File: config.mk
export PLATFORM = sky130hd
export DESIGN_NAME = output_rail_sequencer
export DESIGN_NICKNAME = d
export VERILOG_FILES = /design/src/rail_seq_pkg.sv /design/src/output_rail_sequencer.sv
export SDC_FILE = /design/constraint.sdc
export NUM_CORES = 1
export LEC_CHECK = 0
export BUFFER_PORTS_ARGS = -buffer_cell sky130_fd_sc_hd__buf_2
export CORE_MARGIN = 1
export CORE_UTILIZATION = 56
export DETAILED_ROUTE_END_ITERATION = 8
export HOLD_SLACK_MARGIN = 0.06
export PLACE_DENSITY = 0.74
export SETUP_SLACK_MARGIN = 0.4
export SLEW_MARGIN = 0
export SYNTH_ARGS = -nofsm -noshare
export SYNTH_HDL_FRONTEND = slang
export SYNTH_SLANG_ARGS = --single-unit
File: constraint.sdc
create_clock -name clock -period 10.4 [get_ports clock]
set_input_delay 1.56 -clock clock [delete_from_list [all_inputs] [get_ports clock]]
set_output_delay 1.56 -clock clock [all_outputs]
set_load 0.02 [all_outputs]
File: src/rail_seq_pkg.sv
// Purpose: shared constants and types for the output rail sequencer
// Assumes: 125 MHz system clock, millisecond timing granularity
// Notes:   voltages are carried in millivolts, times in milliseconds
package rail_seq_pkg;

  // clock rate and the millisecond tick derived from it
  localparam int unsigned CLK_HZ          = 125_000_000;
  localparam int unsigned MS_PER_S        = 1000;
  localparam int unsigned CYC_PER_MS_DFLT = CLK_HZ / MS_PER_S;

  // start-up timing, in milliseconds
  localparam logic [7:0] INIT_MS    = 8'h40;  // 64 ms, inside 60..70 ms
  localparam logic [7:0] MIN_TON_MS = 8'h02;  // internal init after enable

  // setpoint limits, in millivolts
  localparam logic [11:0] VCMD_MIN_MV  = 12'h258;  // 0.60 V
  localparam logic [11:0] VCMD_MAX_MV  = 12'h9C4;  // 2.50 V
  localparam logic [11:0] VCEIL_MV     = 12'hABE;  // 2.75 V
  localparam logic [11:0] VSTRAP_DF_MV = 12'h3E8;  // 1.00 V, unused codes

  // power-good window default and ceiling default scale
  localparam logic [7:0] PG_PCT_RST    = 8'h0A;    // 10 %
  localparam logic [7:0] PG_DELAY_RST  = 8'h00;
  localparam logic [7:0] CEIL_PCT      = 8'h6E;    // 110 %
  localparam logic [7:0] PCT_FULL      = 8'h64;    // 100 %

  // sequencer states, gray coded along the on/off path
  typedef enum logic [2:0] {
    ST_INIT     = 3'h0,
    ST_OFF      = 3'h1,
    ST_TON_DLY  = 3'h3,
    ST_RAMP_UP  = 3'h2,
    ST_ON       = 3'h6,
    ST_TOFF_DLY = 3'h7,
    ST_RAMP_DN  = 3'h5
  } seq_state_e;

  // host configuration image, taken on a load strobe
  typedef struct packed {
    logic [7:0]  ton_delay_ms;
    logic [7:0]  ton_rise_ms;
    logic [7:0]  toff_delay_ms;
    logic [7:0]  toff_fall_ms;
    logic        immediate_off;
    logic [11:0] vout_cmd_mv;
    logic [11:0] vout_max_mv;
    logic [7:0]  rate_mv_per_ms;  // 0 jumps at once
    logic [7:0]  pg_window_pct;
    logic [7:0]  pg_delay_ms;
  } cfg_s;

endpackage

File: src/output_rail_sequencer.sv
// Purpose: turn-on/turn-off sequencing, setpoint and power-good of a rail
// Assumes: strap pins carry already digitised resistor codes and are static
// Notes:   host settings arrive as one image with a load strobe
//
// Notes on behaviour
// - after power-up spend about 64 ms loading settings before commands and enable.
// - turn-on delay starts at enable; ramp begins only after it expires.
// - delay and rise are programmable; zero delay still waits about 2 ms.
// - zero rise time applies the full target setpoint at once.
// - turn-off delay and fall time are programmable separately from turn-on.
// - immediate off drops the power stage when the off delay expires.
// - sharing mode holds adaptive gain off during ramp, restores it at power-good.
// - sharing mode allows only immediate off.
// - soft-start strap code picks a delay of 5/10/20 ms and ramp 2/5/10 ms.
// - output-ok only when output is inside the window and no fault.
// - output-ok window defaults to 10 percent, host may change it.
// - output-ok waits a programmable hold time after conditions are met.
// - voltage strap code picks 0.60 to 2.50 V; three codes need a build option.
// - host setpoint 0.6 to 2.5 V, changed live at the programmed rate.
// - ceiling defaults to 110 percent of strap setpoint, host may set to 2.75 V.
// - address stays on straps; every other setting is host programmable.
`timescale 1ns/1ps
module output_rail_sequencer #(
  parameter int unsigned CYC_PER_MS  = rail_seq_pkg::CYC_PER_MS_DFLT,
  parameter bit          EXTRA_CODES = 1'b0  // optional strap setpoints
) (
  input  wire logic               clock,
  input  wire logic               reset_n,
  input  wire logic               enable_pin,
  input  wire logic [4:0]         voltage_strap_pin,
  input  wire logic [3:0]         softstart_strap_pin,
  input  wire logic               current_share,
  input  wire logic               host_load,
  input  wire rail_seq_pkg::cfg_s host_cfg,
  input  wire logic               fault,
  input  wire logic [11:0]        vout_sense_mv,
  output logic                    cmd_ready,
  output logic                    stage_on,
  output logic [11:0]             setpoint_mv,
  output logic [11:0]             vout_ceiling_mv,
  output logic                    output_ok_flag,
  output logic                    adaptive_loop_gain
);
  import rail_seq_pkg::*;

  // strap setpoint lookup; a code outside the table falls back to 1.00 V
  function automatic logic [11:0] voltage_strap_pin_mv(input logic [4:0] code,
                                          input bit extra);
    logic [11:0] v;
    v = VSTRAP_DF_MV;
    case (code)
      5'h00: v = 12'h258;
      5'h01: v = 12'h28A;
      5'h02: v = 12'h2BC;
      5'h03: v = extra ? 12'h2D0 : VSTRAP_DF_MV;
      5'h04: v = 12'h2EE;
      5'h05: v = 12'h320;
      5'h06: v = 12'h352;
      5'h07: v = extra ? 12'h370 : VSTRAP_DF_MV;
      5'h08: v = 12'h384;
      5'h09: v = extra ? 12'h398 : VSTRAP_DF_MV;
      5'h0A: v = 12'h3B6;
      5'h0B: v = 12'h3E8;
      5'h0C: v = 12'h41A;
      5'h0D: v = 12'h44C;
      5'h0E: v = 12'h47E;
      5'h0F: v = 12'h4B0;
      5'h10: v = 12'h4E2;
      5'h11: v = 12'h514;
      5'h12: v = 12'h578;
      5'h13: v = 12'h5DC;
      5'h14: v = 12'h640;
      5'h15: v = 12'h6A4;
      5'h16: v = 12'h708;
      5'h17: v = 12'h76C;
      5'h18: v = 12'h7D0;
      5'h19: v = 12'h834;
      5'h1A: v = 12'h898;
      5'h1B: v = 12'h8FC;
      5'h1C: v = 12'h9C4;
      default: v = VSTRAP_DF_MV;
    endcase
    return v;
  endfunction

  // soft-start strap: both halves of the code range repeat the same pairs
  function automatic logic [15:0] ss_strap(input logic [2:0] code);
    logic [15:0] dr;  // {delay_ms, ramp_ms}
    case (code)
      3'h0:    dr = {8'h05, 8'h02};
      3'h1:    dr = {8'h0A, 8'h02};
      3'h2:    dr = {8'h05, 8'h05};
      3'h3:    dr = {8'h0A, 8'h05};
      3'h4:    dr = {8'h14, 8'h05};
      3'h5:    dr = {8'h05, 8'h0A};
      3'h6:    dr = {8'h0A, 8'h0A};
      default: dr = {8'h14, 8'h0A};
    endcase
    return dr;
  endfunction

  // clamp a value into [lo, hi]
  function automatic logic [11:0] clamp_mv(input logic [11:0] v,
                                           input logic [11:0] lo,
                                           input logic [11:0] hi);
    return (v < lo) ? lo : ((v > hi) ? hi : v);
  endfunction

  seq_state_e  state_reg, state_next;
  logic        en_s1, en_s2, en_s3, en_reg;
  logic [16:0] div_reg;
  logic        tick;
  logic [7:0]  timer_reg, timer_load;
  logic        entering;
  cfg_s        cfg_reg;
  logic [11:0] target_mv;
  logic [25:0] acc_reg, ramp_thr, acc_sum;
  logic [11:0] span_reg, ramp_goal;
  logic [7:0]  pg_cnt_reg;
  logic [23:0] err_scaled, win_scaled;
  logic [11:0] err_mv;
  logic        pg_cond, immed_off;

  // enable pin: three-stage synchroniser, accept a level once 2nd and 3rd agree
  always_ff @(posedge clock or negedge reset_n) begin
    if (!reset_n) begin
      en_s1  <= 1'b0;
      en_s2  <= 1'b0;
      en_s3  <= 1'b0;
      en_reg <= 1'b0;
    end else begin
      en_s1 <= enable_pin;
      en_s2 <= en_s1;
      en_s3 <= en_s2;
      if (en_s2 == en_s3) begin
        en_reg <= en_s3;
      end
    end
  end

  assign entering = (state_next != state_reg);
  assign tick     = (div_reg == 17'(CYC_PER_MS - 1));

  // millisecond divider; restarts on every state change so delays are exact
  always_ff @(posedge clock or negedge reset_n) begin
    if (!reset_n) begin
      div_reg <= 17'h00000;
    end else if (entering || tick) begin
      div_reg <= 17'h00000;
    end else begin
      div_reg <= div_reg + 17'h00001;
    end
  end

  assign immed_off = cfg_reg.immediate_off || current_share;
  assign target_mv = (cfg_reg.vout_cmd_mv > cfg_reg.vout_max_mv) ?
                     cfg_reg.vout_max_mv : cfg_reg.vout_cmd_mv;

  // sequencer next state
  always_comb begin
    state_next = state_reg;
    timer_load = 8'h00;
    case (state_reg)
      ST_INIT: begin
        if (timer_reg == 8'h00) begin
          state_next = ST_OFF;
        end
      end
      ST_OFF: begin
        if (en_reg) begin
          state_next = ST_TON_DLY;
          timer_load = (cfg_reg.ton_delay_ms < MIN_TON_MS) ?
                       MIN_TON_MS : cfg_reg.ton_delay_ms;
        end
      end
      ST_TON_DLY: begin
        if (!en_reg) begin
          state_next = ST_OFF;  // request withdrawn before the ramp began
        end else if (timer_reg == 8'h00) begin
          state_next = ST_RAMP_UP;
        end
      end
      ST_RAMP_UP: begin
        if (!en_reg) begin
          state_next = ST_TOFF_DLY;
          timer_load = cfg_reg.toff_delay_ms;
        end else if (setpoint_mv == target_mv) begin
          state_next = ST_ON;
        end
      end
      ST_ON: begin
        if (!en_reg) begin
          state_next = ST_TOFF_DLY;
          timer_load = cfg_reg.toff_delay_ms;
        end
      end
      ST_TOFF_DLY: begin
        if (timer_reg == 8'h00) begin
          state_next = immed_off ? ST_OFF : ST_RAMP_DN;
        end
      end
      ST_RAMP_DN: begin
        if (setpoint_mv == 12'h000) begin
          state_next = ST_OFF;
        end
      end
      default: state_next = ST_INIT;
    endcase
  end

  // state register
  always_ff @(posedge clock or negedge reset_n) begin
    if (!reset_n) begin
      state_reg <= ST_INIT;
    end else begin
      state_reg <= state_next;
    end
  end

  // delay timer in milliseconds, reloaded whenever the state changes
  always_ff @(posedge clock or negedge reset_n) begin
    if (!reset_n) begin
      timer_reg <= INIT_MS;
    end else if (entering) begin
      timer_reg <= timer_load;
    end else if (tick && timer_reg != 8'h00) begin
      timer_reg <= timer_reg - 8'h01;
    end
  end

  // working configuration: straps at init end, host image afterwards
  always_ff @(posedge clock or negedge reset_n) begin
    if (!reset_n) begin
      cfg_reg                <= '0;
      cfg_reg.pg_window_pct  <= PG_PCT_RST;
      cfg_reg.pg_delay_ms    <= PG_DELAY_RST;
      cfg_reg.vout_cmd_mv    <= VSTRAP_DF_MV;
      cfg_reg.vout_max_mv    <= VCEIL_MV;
    end else if (state_reg == ST_INIT) begin
      if (state_next == ST_OFF) begin
        {cfg_reg.ton_delay_ms, cfg_reg.ton_rise_ms} <=
          ss_strap(softstart_strap_pin[2:0]);
        {cfg_reg.toff_delay_ms, cfg_reg.toff_fall_ms} <=
          ss_strap(softstart_strap_pin[2:0]);
        cfg_reg.vout_cmd_mv <= voltage_strap_pin_mv(voltage_strap_pin, EXTRA_CODES);
        cfg_reg.vout_max_mv <= clamp_mv(12'(
          (24'(voltage_strap_pin_mv(voltage_strap_pin, EXTRA_CODES)) * 24'(CEIL_PCT))
          / 24'(PCT_FULL)), 12'h000, VCEIL_MV);
      end
    end else if (host_load) begin
      cfg_reg <= host_cfg;
      cfg_reg.vout_cmd_mv <= clamp_mv(host_cfg.vout_cmd_mv,
                                      VCMD_MIN_MV, VCMD_MAX_MV);
      cfg_reg.vout_max_mv <= clamp_mv(host_cfg.vout_max_mv,
                                      12'h000, VCEIL_MV);
    end
  end

  assign ramp_thr  = (state_reg == ST_RAMP_DN) ?
                     26'(cfg_reg.toff_fall_ms * CYC_PER_MS) :
                     26'(cfg_reg.ton_rise_ms * CYC_PER_MS);
  assign ramp_goal = (state_reg == ST_RAMP_DN) ? 12'h000 : target_mv;
  assign acc_sum   = acc_reg + 26'(span_reg);

  // ramp span captured at entry: full target going up, present level down
  always_ff @(posedge clock or negedge reset_n) begin
    if (!reset_n) begin
      span_reg <= 12'h000;
    end else if (entering) begin
      span_reg <= (state_next == ST_RAMP_DN) ? setpoint_mv : target_mv;
    end
  end

  // setpoint: one millivolt per threshold crossing gives a linear ramp;
  // with the default 125000 cycles per millisecond the span is below one millisecond of cycles, so at most one step per clock
  always_ff @(posedge clock or negedge reset_n) begin
    if (!reset_n) begin
      setpoint_mv <= 12'h000;
      acc_reg     <= 26'h0000000;
    end else if (entering) begin
      acc_reg <= 26'h0000000;
      if (state_next == ST_OFF) begin
        setpoint_mv <= 12'h000;
      end
    end else begin
      case (state_reg)
        ST_RAMP_UP, ST_RAMP_DN: begin
          if (ramp_thr == 26'h0000000) begin
            setpoint_mv <= ramp_goal;
          end else if (acc_sum >= ramp_thr) begin
            acc_reg <= acc_sum - ramp_thr;
            if (setpoint_mv < ramp_goal) begin
              setpoint_mv <= setpoint_mv + 12'h001;
            end else if (setpoint_mv > ramp_goal) begin
              setpoint_mv <= setpoint_mv - 12'h001;
            end
          end else begin
            acc_reg <= acc_sum;
          end
        end
        ST_ON: begin
          if (cfg_reg.rate_mv_per_ms == 8'h00) begin
            setpoint_mv <= target_mv;
          end else if (tick && setpoint_mv < target_mv) begin
            setpoint_mv <= (target_mv - setpoint_mv >
                            12'(cfg_reg.rate_mv_per_ms)) ?
                           setpoint_mv + 12'(cfg_reg.rate_mv_per_ms) :
                           target_mv;
          end else if (tick && setpoint_mv > target_mv) begin
            setpoint_mv <= (setpoint_mv - target_mv >
                            12'(cfg_reg.rate_mv_per_ms)) ?
                           setpoint_mv - 12'(cfg_reg.rate_mv_per_ms) :
                           target_mv;
          end
        end
        default: setpoint_mv <= setpoint_mv;
      endcase
    end
  end

  // power stage runs from ramp start until the sequence returns to off
  always_ff @(posedge clock or negedge reset_n) begin
    if (!reset_n) begin
      stage_on <= 1'b0;
    end else if (entering && state_next == ST_RAMP_UP) begin
      stage_on <= 1'b1;
    end else if (entering && state_next == ST_OFF) begin
      stage_on <= 1'b0;
    end
  end

  // commands and enable are honoured only once init has finished
  always_ff @(posedge clock or negedge reset_n) begin
    if (!reset_n) begin
      cmd_ready       <= 1'b0;
      vout_ceiling_mv <= 12'h000;
    end else begin
      cmd_ready       <= (state_reg != ST_INIT);
      vout_ceiling_mv <= cfg_reg.vout_max_mv;
    end
  end

  // window test: |sense - target| * 100 <= pct * target
  assign err_mv     = (vout_sense_mv > target_mv) ?
                      vout_sense_mv - target_mv : target_mv - vout_sense_mv;
  assign err_scaled = 24'(err_mv) * 24'(PCT_FULL);
  assign win_scaled = 24'(cfg_reg.pg_window_pct) * 24'(target_mv);
  assign pg_cond    = (state_reg == ST_ON) && !fault &&
                      (setpoint_mv == target_mv) && (err_scaled <= win_scaled);

  // output-ok drops at once when a condition fails; rises after the hold
  always_ff @(posedge clock or negedge reset_n) begin
    if (!reset_n) begin
      pg_cnt_reg     <= 8'h00;
      output_ok_flag <= 1'b0;
    end else if (!pg_cond) begin
      pg_cnt_reg     <= 8'h00;
      output_ok_flag <= 1'b0;
    end else if (pg_cnt_reg >= cfg_reg.pg_delay_ms) begin
      output_ok_flag <= 1'b1;
    end else if (tick) begin
      pg_cnt_reg <= pg_cnt_reg + 8'h01;
    end
  end

  // adaptive gain: on once init ends when alone; in sharing mode it waits for output-ok
  always_ff @(posedge clock or negedge reset_n) begin
    if (!reset_n) begin
      adaptive_loop_gain <= 1'b0;
    end else if (!current_share) begin
      adaptive_loop_gain <= (state_reg != ST_INIT);
    end else if (entering && state_next == ST_TON_DLY) begin
      adaptive_loop_gain <= 1'b0;
    end else if (output_ok_flag) begin
      adaptive_loop_gain <= 1'b1;
    end
  end

endmodule

== Word level (Yosys, flattened, before mapping) ==
Memory sizes are Yosys's and may differ from the RTL's.
Cells that the tools add are included.
Cells by class
  add/subtract/negate cells: 13
  multiply operators: 5
  div/mod/pow operators: 1
  $lt $le $gt $ge: 18
  equal/unequal tests: 30
  multiplexer cells: 63
  bitwise operators: 1
  reductions and logical operators: 32
Operators by type and width (number)
  12-bit 2-to-1 mux: 23
  26-bit 2-to-1 mux: 4
  13-bit case mux with 7 select lines: 1
  81-bit 2-to-1 mux: 1
  32-bit 2-to-1 mux: 2
  8-bit 2-to-1 mux: 8
  12-bit greater-than comparator: 4
  24-bit 2-to-1 mux: 2
  12-bit subtractor: 4
  8-bit by 14-bit multiplier with 22-bit output (second input constant): 2
  12-bit greater-than comparator (second input constant): 3
  3-bit 2-to-1 mux: 10
  26-bit by 12-bit adder with 26-bit output: 1
  26-bit by 25-bit >= comparator with 1-bit output: 1
  26-bit zero test: 1
  26-bit by 25-bit subtractor with 26-bit output: 1
  25-bit 2-to-1 mux: 1
  19-bit by 7-bit divider with 24-bit output (second input constant): 1
  12-bit by 8-bit greater-than comparator with 1-bit output: 2
  12-bit by 1-bit less-than comparator with 1-bit output (second input constant): 2
  12-bit less-than comparator: 2
  12-bit case mux with 2 select lines: 1
  3-bit == test (second input constant): 7
  3-bit case mux with 7 select lines: 1
  41 further kinds: 78
Word-level totals
  flip-flop bits (word level): 187
  bits in read-only memories: 704
  input bits: 108
  output and inout bits: 28
  word-level logic and storage cells: 191
  memories kept: 2
Memory list
  (name not given): words 32, width 11, read ports 1, clocked after Yosys merged registers in 0, wr ports 0, line output_rail_sequencer.sv:51  | case (code)
  (name not given): words 32, width 11, read ports 1, clocked after Yosys merged registers in 0, wr ports 0, line output_rail_sequencer.sv:51

== Longest topological paths before layout ==
  word-level depth: 16
  mapped depth: 65
  depth with buffers taken out: 58

== Worst setup path after synthesis ==
OpenSTA, ideal clock, no wires.
  path kind: in2reg
  start: input port voltage_strap_pin[3]
  end: register cfg_reg[30] (netlist name)
  library setup time: 0.090 ns
  arrival time: 15.398 ns
  required time: 10.310 ns
  setup slack: -5.089 ns
  stages on the path: 57
  path buffers: 10
  cell sequence: clkbuf_1 > clkbuf_1 > clkbuf_1 > a21oi_1 > a31oi_1 > fa_1 > fa_1 > inv_1 > fa_1 > inv_1 > ha_1 > buf_2 > a21oi_2 > o21a_1 > nor2_1 > nor4b_2 > mux2i_2 > nand2_1 > (+21 left out) > or4_4 > o211a_1 > and3_1 > buf_2 > a2111oi_2 > or2_1 > buf_2 > a21oi_2 > xnor2_2 > a2111oi_4 > mux2_2 > a311o_1 > a311oi_1 > o2111ai_1 > nor3_2 > nand3_1 > and2_4 > o221ai_1
On the way
  longest elaborated chain between the ends: 10
  elaborated cells on any way between the ends: 11
RTL lines
  start, declared: line output_rail_sequencer.sv:30  | input wire logic [4:0] voltage_strap_pin,
  memory 32 x 11 bit *
  12-bit 2-to-1 mux *: line output_rail_sequencer.sv:240  | if (state_next == ST_OFF) begin
  12-bit 2-to-1 mux *: line output_rail_sequencer.sv:239  | end else if (state_reg == ST_INIT) begin
  12-bit by 6-bit multiplier with 18-bit output *: line output_rail_sequencer.sv:247  | (24'(voltage_strap_pin_mv(voltage_strap_pin, EXTRA_CODES)) * 24'(CEIL_PCT))
  19-bit by 7-bit divider with 24-bit output *: line output_rail_sequencer.sv:248  | / 24'(PCT_FULL)), 12'h000, VCEIL_MV);
  12-bit greater-than comparator: line output_rail_sequencer.sv:106  | return (v < lo) ? lo : ((v > hi) ? hi : v);
  12-bit 2-to-1 mux: line output_rail_sequencer.sv:106
  12-bit 2-to-1 mux *: line output_rail_sequencer.sv:106
  24-bit 2-to-1 mux *: line output_rail_sequencer.sv:240
  24-bit 2-to-1 mux *: line output_rail_sequencer.sv:239
  end signal, assigned: line output_rail_sequencer.sv:251  | cfg_reg <= host_cfg;
  end, declared: line output_rail_sequencer.sv:115  | cfg_s cfg_reg;
Mark *: on every way between the ends. The rest lies on a longest branch, timed or not. The select of a mux whose other input is x is not followed.
A chain may end at the register's enable or synchronous reset.

== Worst setup path after layout ==
  start: input port voltage_strap_pin[0]
  end: register cfg_reg[30] (netlist name)
Same word-level chain as after synthesis.

==> results.toml <==
[run_status]
status = "complete, but fails checks"
violations = "negative setup slack"

[final_layout]
stdcell_count = 5216
layout_commonest_cell = "buf_4"
num_antenna_cells = 0
largest_reg_flops = 81
fin_nets = 5159
synthToLayoutAreaGrowth_pct = 30.1
final_cell_mix = "659 x buf_4, 386 x ha_1, 359 x inv_1"
drive_gt1_share_pct = 29.0

[die]
initial_core_util_pct = 56.8
dieHeight_um = 236
fp.dieArea_um2 = 55700
dieWidth_um = 236
coreArea_um2 = 54000
rows = 85
ioPinCount = 136

[timing]
worst_hold_slack_ps = 365
drv_slew = 0
fin_ws_ps = -4100
hold_viol = 0
fin_crit_ps = 14500
final-setup-viol-count = 11
slew_headroom_pct = 16.7
fin_crit_sh_pct = 139
worst_pin_slew_ps = 1240
fmax_mhz = 69.0
finClkSkew_ps = 16.2
rsz0062_at_grt = "yes"

[drt]
drt_first_pass_iters = 9
ant_nets = 0
route.detailed.drc = 0
via_per_inst = 6.17
drt_iter0_drc = 2970
vias = 32200
routed_wl_um = 105000
avgRoutedWirePerCell_um = 20.1

[flow_run]
drv_cap = 0

[grt]
grt_pass1_vias = 31300
antenna_found_initial = 2
track_usage_pct = 36.3
grt_max_degree = 92
overflow = 0
grt_pass1_wl_um = 164000

[clock_tree]
ctsHoldBuffers = 0
cts_sinks = 187
clkLatencyLatePin_ps = 480
clock_path_buffers = 2
htree_levels = 4
cts_root_buffer = "clkbuf_16"
clkSlewWorstSetupHoldPaths_ps = 80
numCtsBuffers = 17
cts_tree = "done"

[placed_design]
gp_congestion = 0.957
dp_hpwl_um = 78000
placed_cells = 5071
port_buffers = 134

[min_path]
worstHoldPathType = "reg -> reg"

[synthesis]
synth_top_area_share_pct = 16.8
ys_top_cells_by_area = "ha_1 17%, dfrtp_1 14%, fa_1 8.6%"
postSynthCellCount = 3799
netlist_area_um2 = 30700
synth-seq-cells = 187
synth_seq_area_share_pct = 15.3
synth-async-reset-ratio_pct = 100
yosysWarningCount = 0
synth_top_cell_by_area = "ha_1"
synth.distinct_cells = 127
synth_top_flop_cell = "dfrtp_1"
synth_fp_nets = 4451
avgSynthCellArea_um2 = 8.08
synth-edff-count = 0

[worst_setup_path]
startpoint_type = "input port"
cp-end-kind = "flip-flop"
critical_path_required_ps = 10750
critPathMaxFanout = 8
slowest_delay_ps = 570
cpMostUsedCell = "buf_4"
worstPathArrival_ps = 14850
cp_slowest_cell = "fa_1"
crit_type = "in -> reg"
[worst max-delay path: cells and delay by family]
kind                       cells  cell delay (ps)
AOI/OAI and AO/OA             26             5150
xor gates and xnor gates       1              160
adders and majority gates      5             2250
buffers and inverters         16             2280
muxes                          3              820
and+or+nand+nor               14             2620
[path summary, 6_finish.rpt]
kind,from,depth (start not counted),to,slack [ps]
min in group asynchronous,reset_n,1,cfg_reg[79]$_DFFE_PN0P_,1100
worst max register to register,cfg_reg[27]$_DFFE_PN1P_,52,pg_cnt_reg[0]$_DFFE_PN0P_,330
max in group asynchronous,reset_n,2,cfg_reg[72]$_DFFE_PN0P_,8050
worst min register to register,en_s1$_DFF_PN0_,0,en_s2$_DFF_PN0_,370
worst min-delay path,en_s1$_DFF_PN0_,0,en_s2$_DFF_PN0_,370
worst max-delay path,voltage_strap_pin[0],65,cfg_reg[30]$_DFFE_PN0P_,-4100
[through the flow]
step / utilization, % / TNS, ps / area, um2 / worst slack [ps]
global placement: 67.4 / -41720 / 36400 / -4490
detailed placement: 67.4 / -45570 / 36400 / -4680
global route: 73.9 / -40410 / 39900 / -4580
finish: 73.9 / -35320 / 39900 / -4100
floorplan: - / -34950 / 31100 / -4180
CTS: 72.1 / -28910 / 38900 / -3480
[what timing repair did]
item,4_1_cts,5_1_grt
buffers inserted,84,28
endpoints found under the setup margin,20,20
pin swaps,140,95
gates resized for setup,272,140
cloned,0,1
[routing by layer]
layer,share of wire [%],GRT usage [%],vias up
li1,-,-,15000
met1,40,45.8,15500
met3,7.4,5.43,317
met2,49,62.2,1395
met4,4.0,14.4,0
met5,0,0,-
[kinds of logic (layout without fill, tap and decap cells)]
kind of cell | after synthesis | count (layout) | share of synthesized area, %
fa+ha+maj | 545 | 545 | 25.4
mux | 92 | 92 | 3.18
flops | 187 | 187 | 15.3
buf+inv | 525 | 1245 | 6.63
xor+xnor | 221 | 221 | 6.43
simple gates | 1131 | 1132 | 18.3
compound gates | 1098 | 1098 | 24.7
[cell type report]
type / count / area (um2)
Clock buffer: 20 / 468
Clock inverter: 12 / 123
Fill cell: 3875 / 14100
Inverter: 378 / 1430
Multi-Input combinational cell: 3088 / 26200
Sequential cell: 187 / 4700
Tap cell: 696 / 871
Timing Repair Buffer: 835 / 6150
[cell usage after synthesis, types with 35 or more instances]
cell	n
xnor2_1	146
nor3_1	74
nor2_1	280
o211ai_1	35
and2_1	79
mux2i_1	62
nor2b_1	58
nand3_1	75
o21ai_0	214
a21oi_1	255
inv_1	375
nand2b_1	49
fa_1	132
nand4_1	40
o21bai_1	50
clkbuf_1	116
dfrtp_1	170
a211oi_1	49
nand2_1	320
ha_1	412
a21o_1	95
xor2_1	70
a31oi_1	38
Power is not shown: default switching activity piles up to over one toggle a cycle in this logic, so the estimate is an artifact.
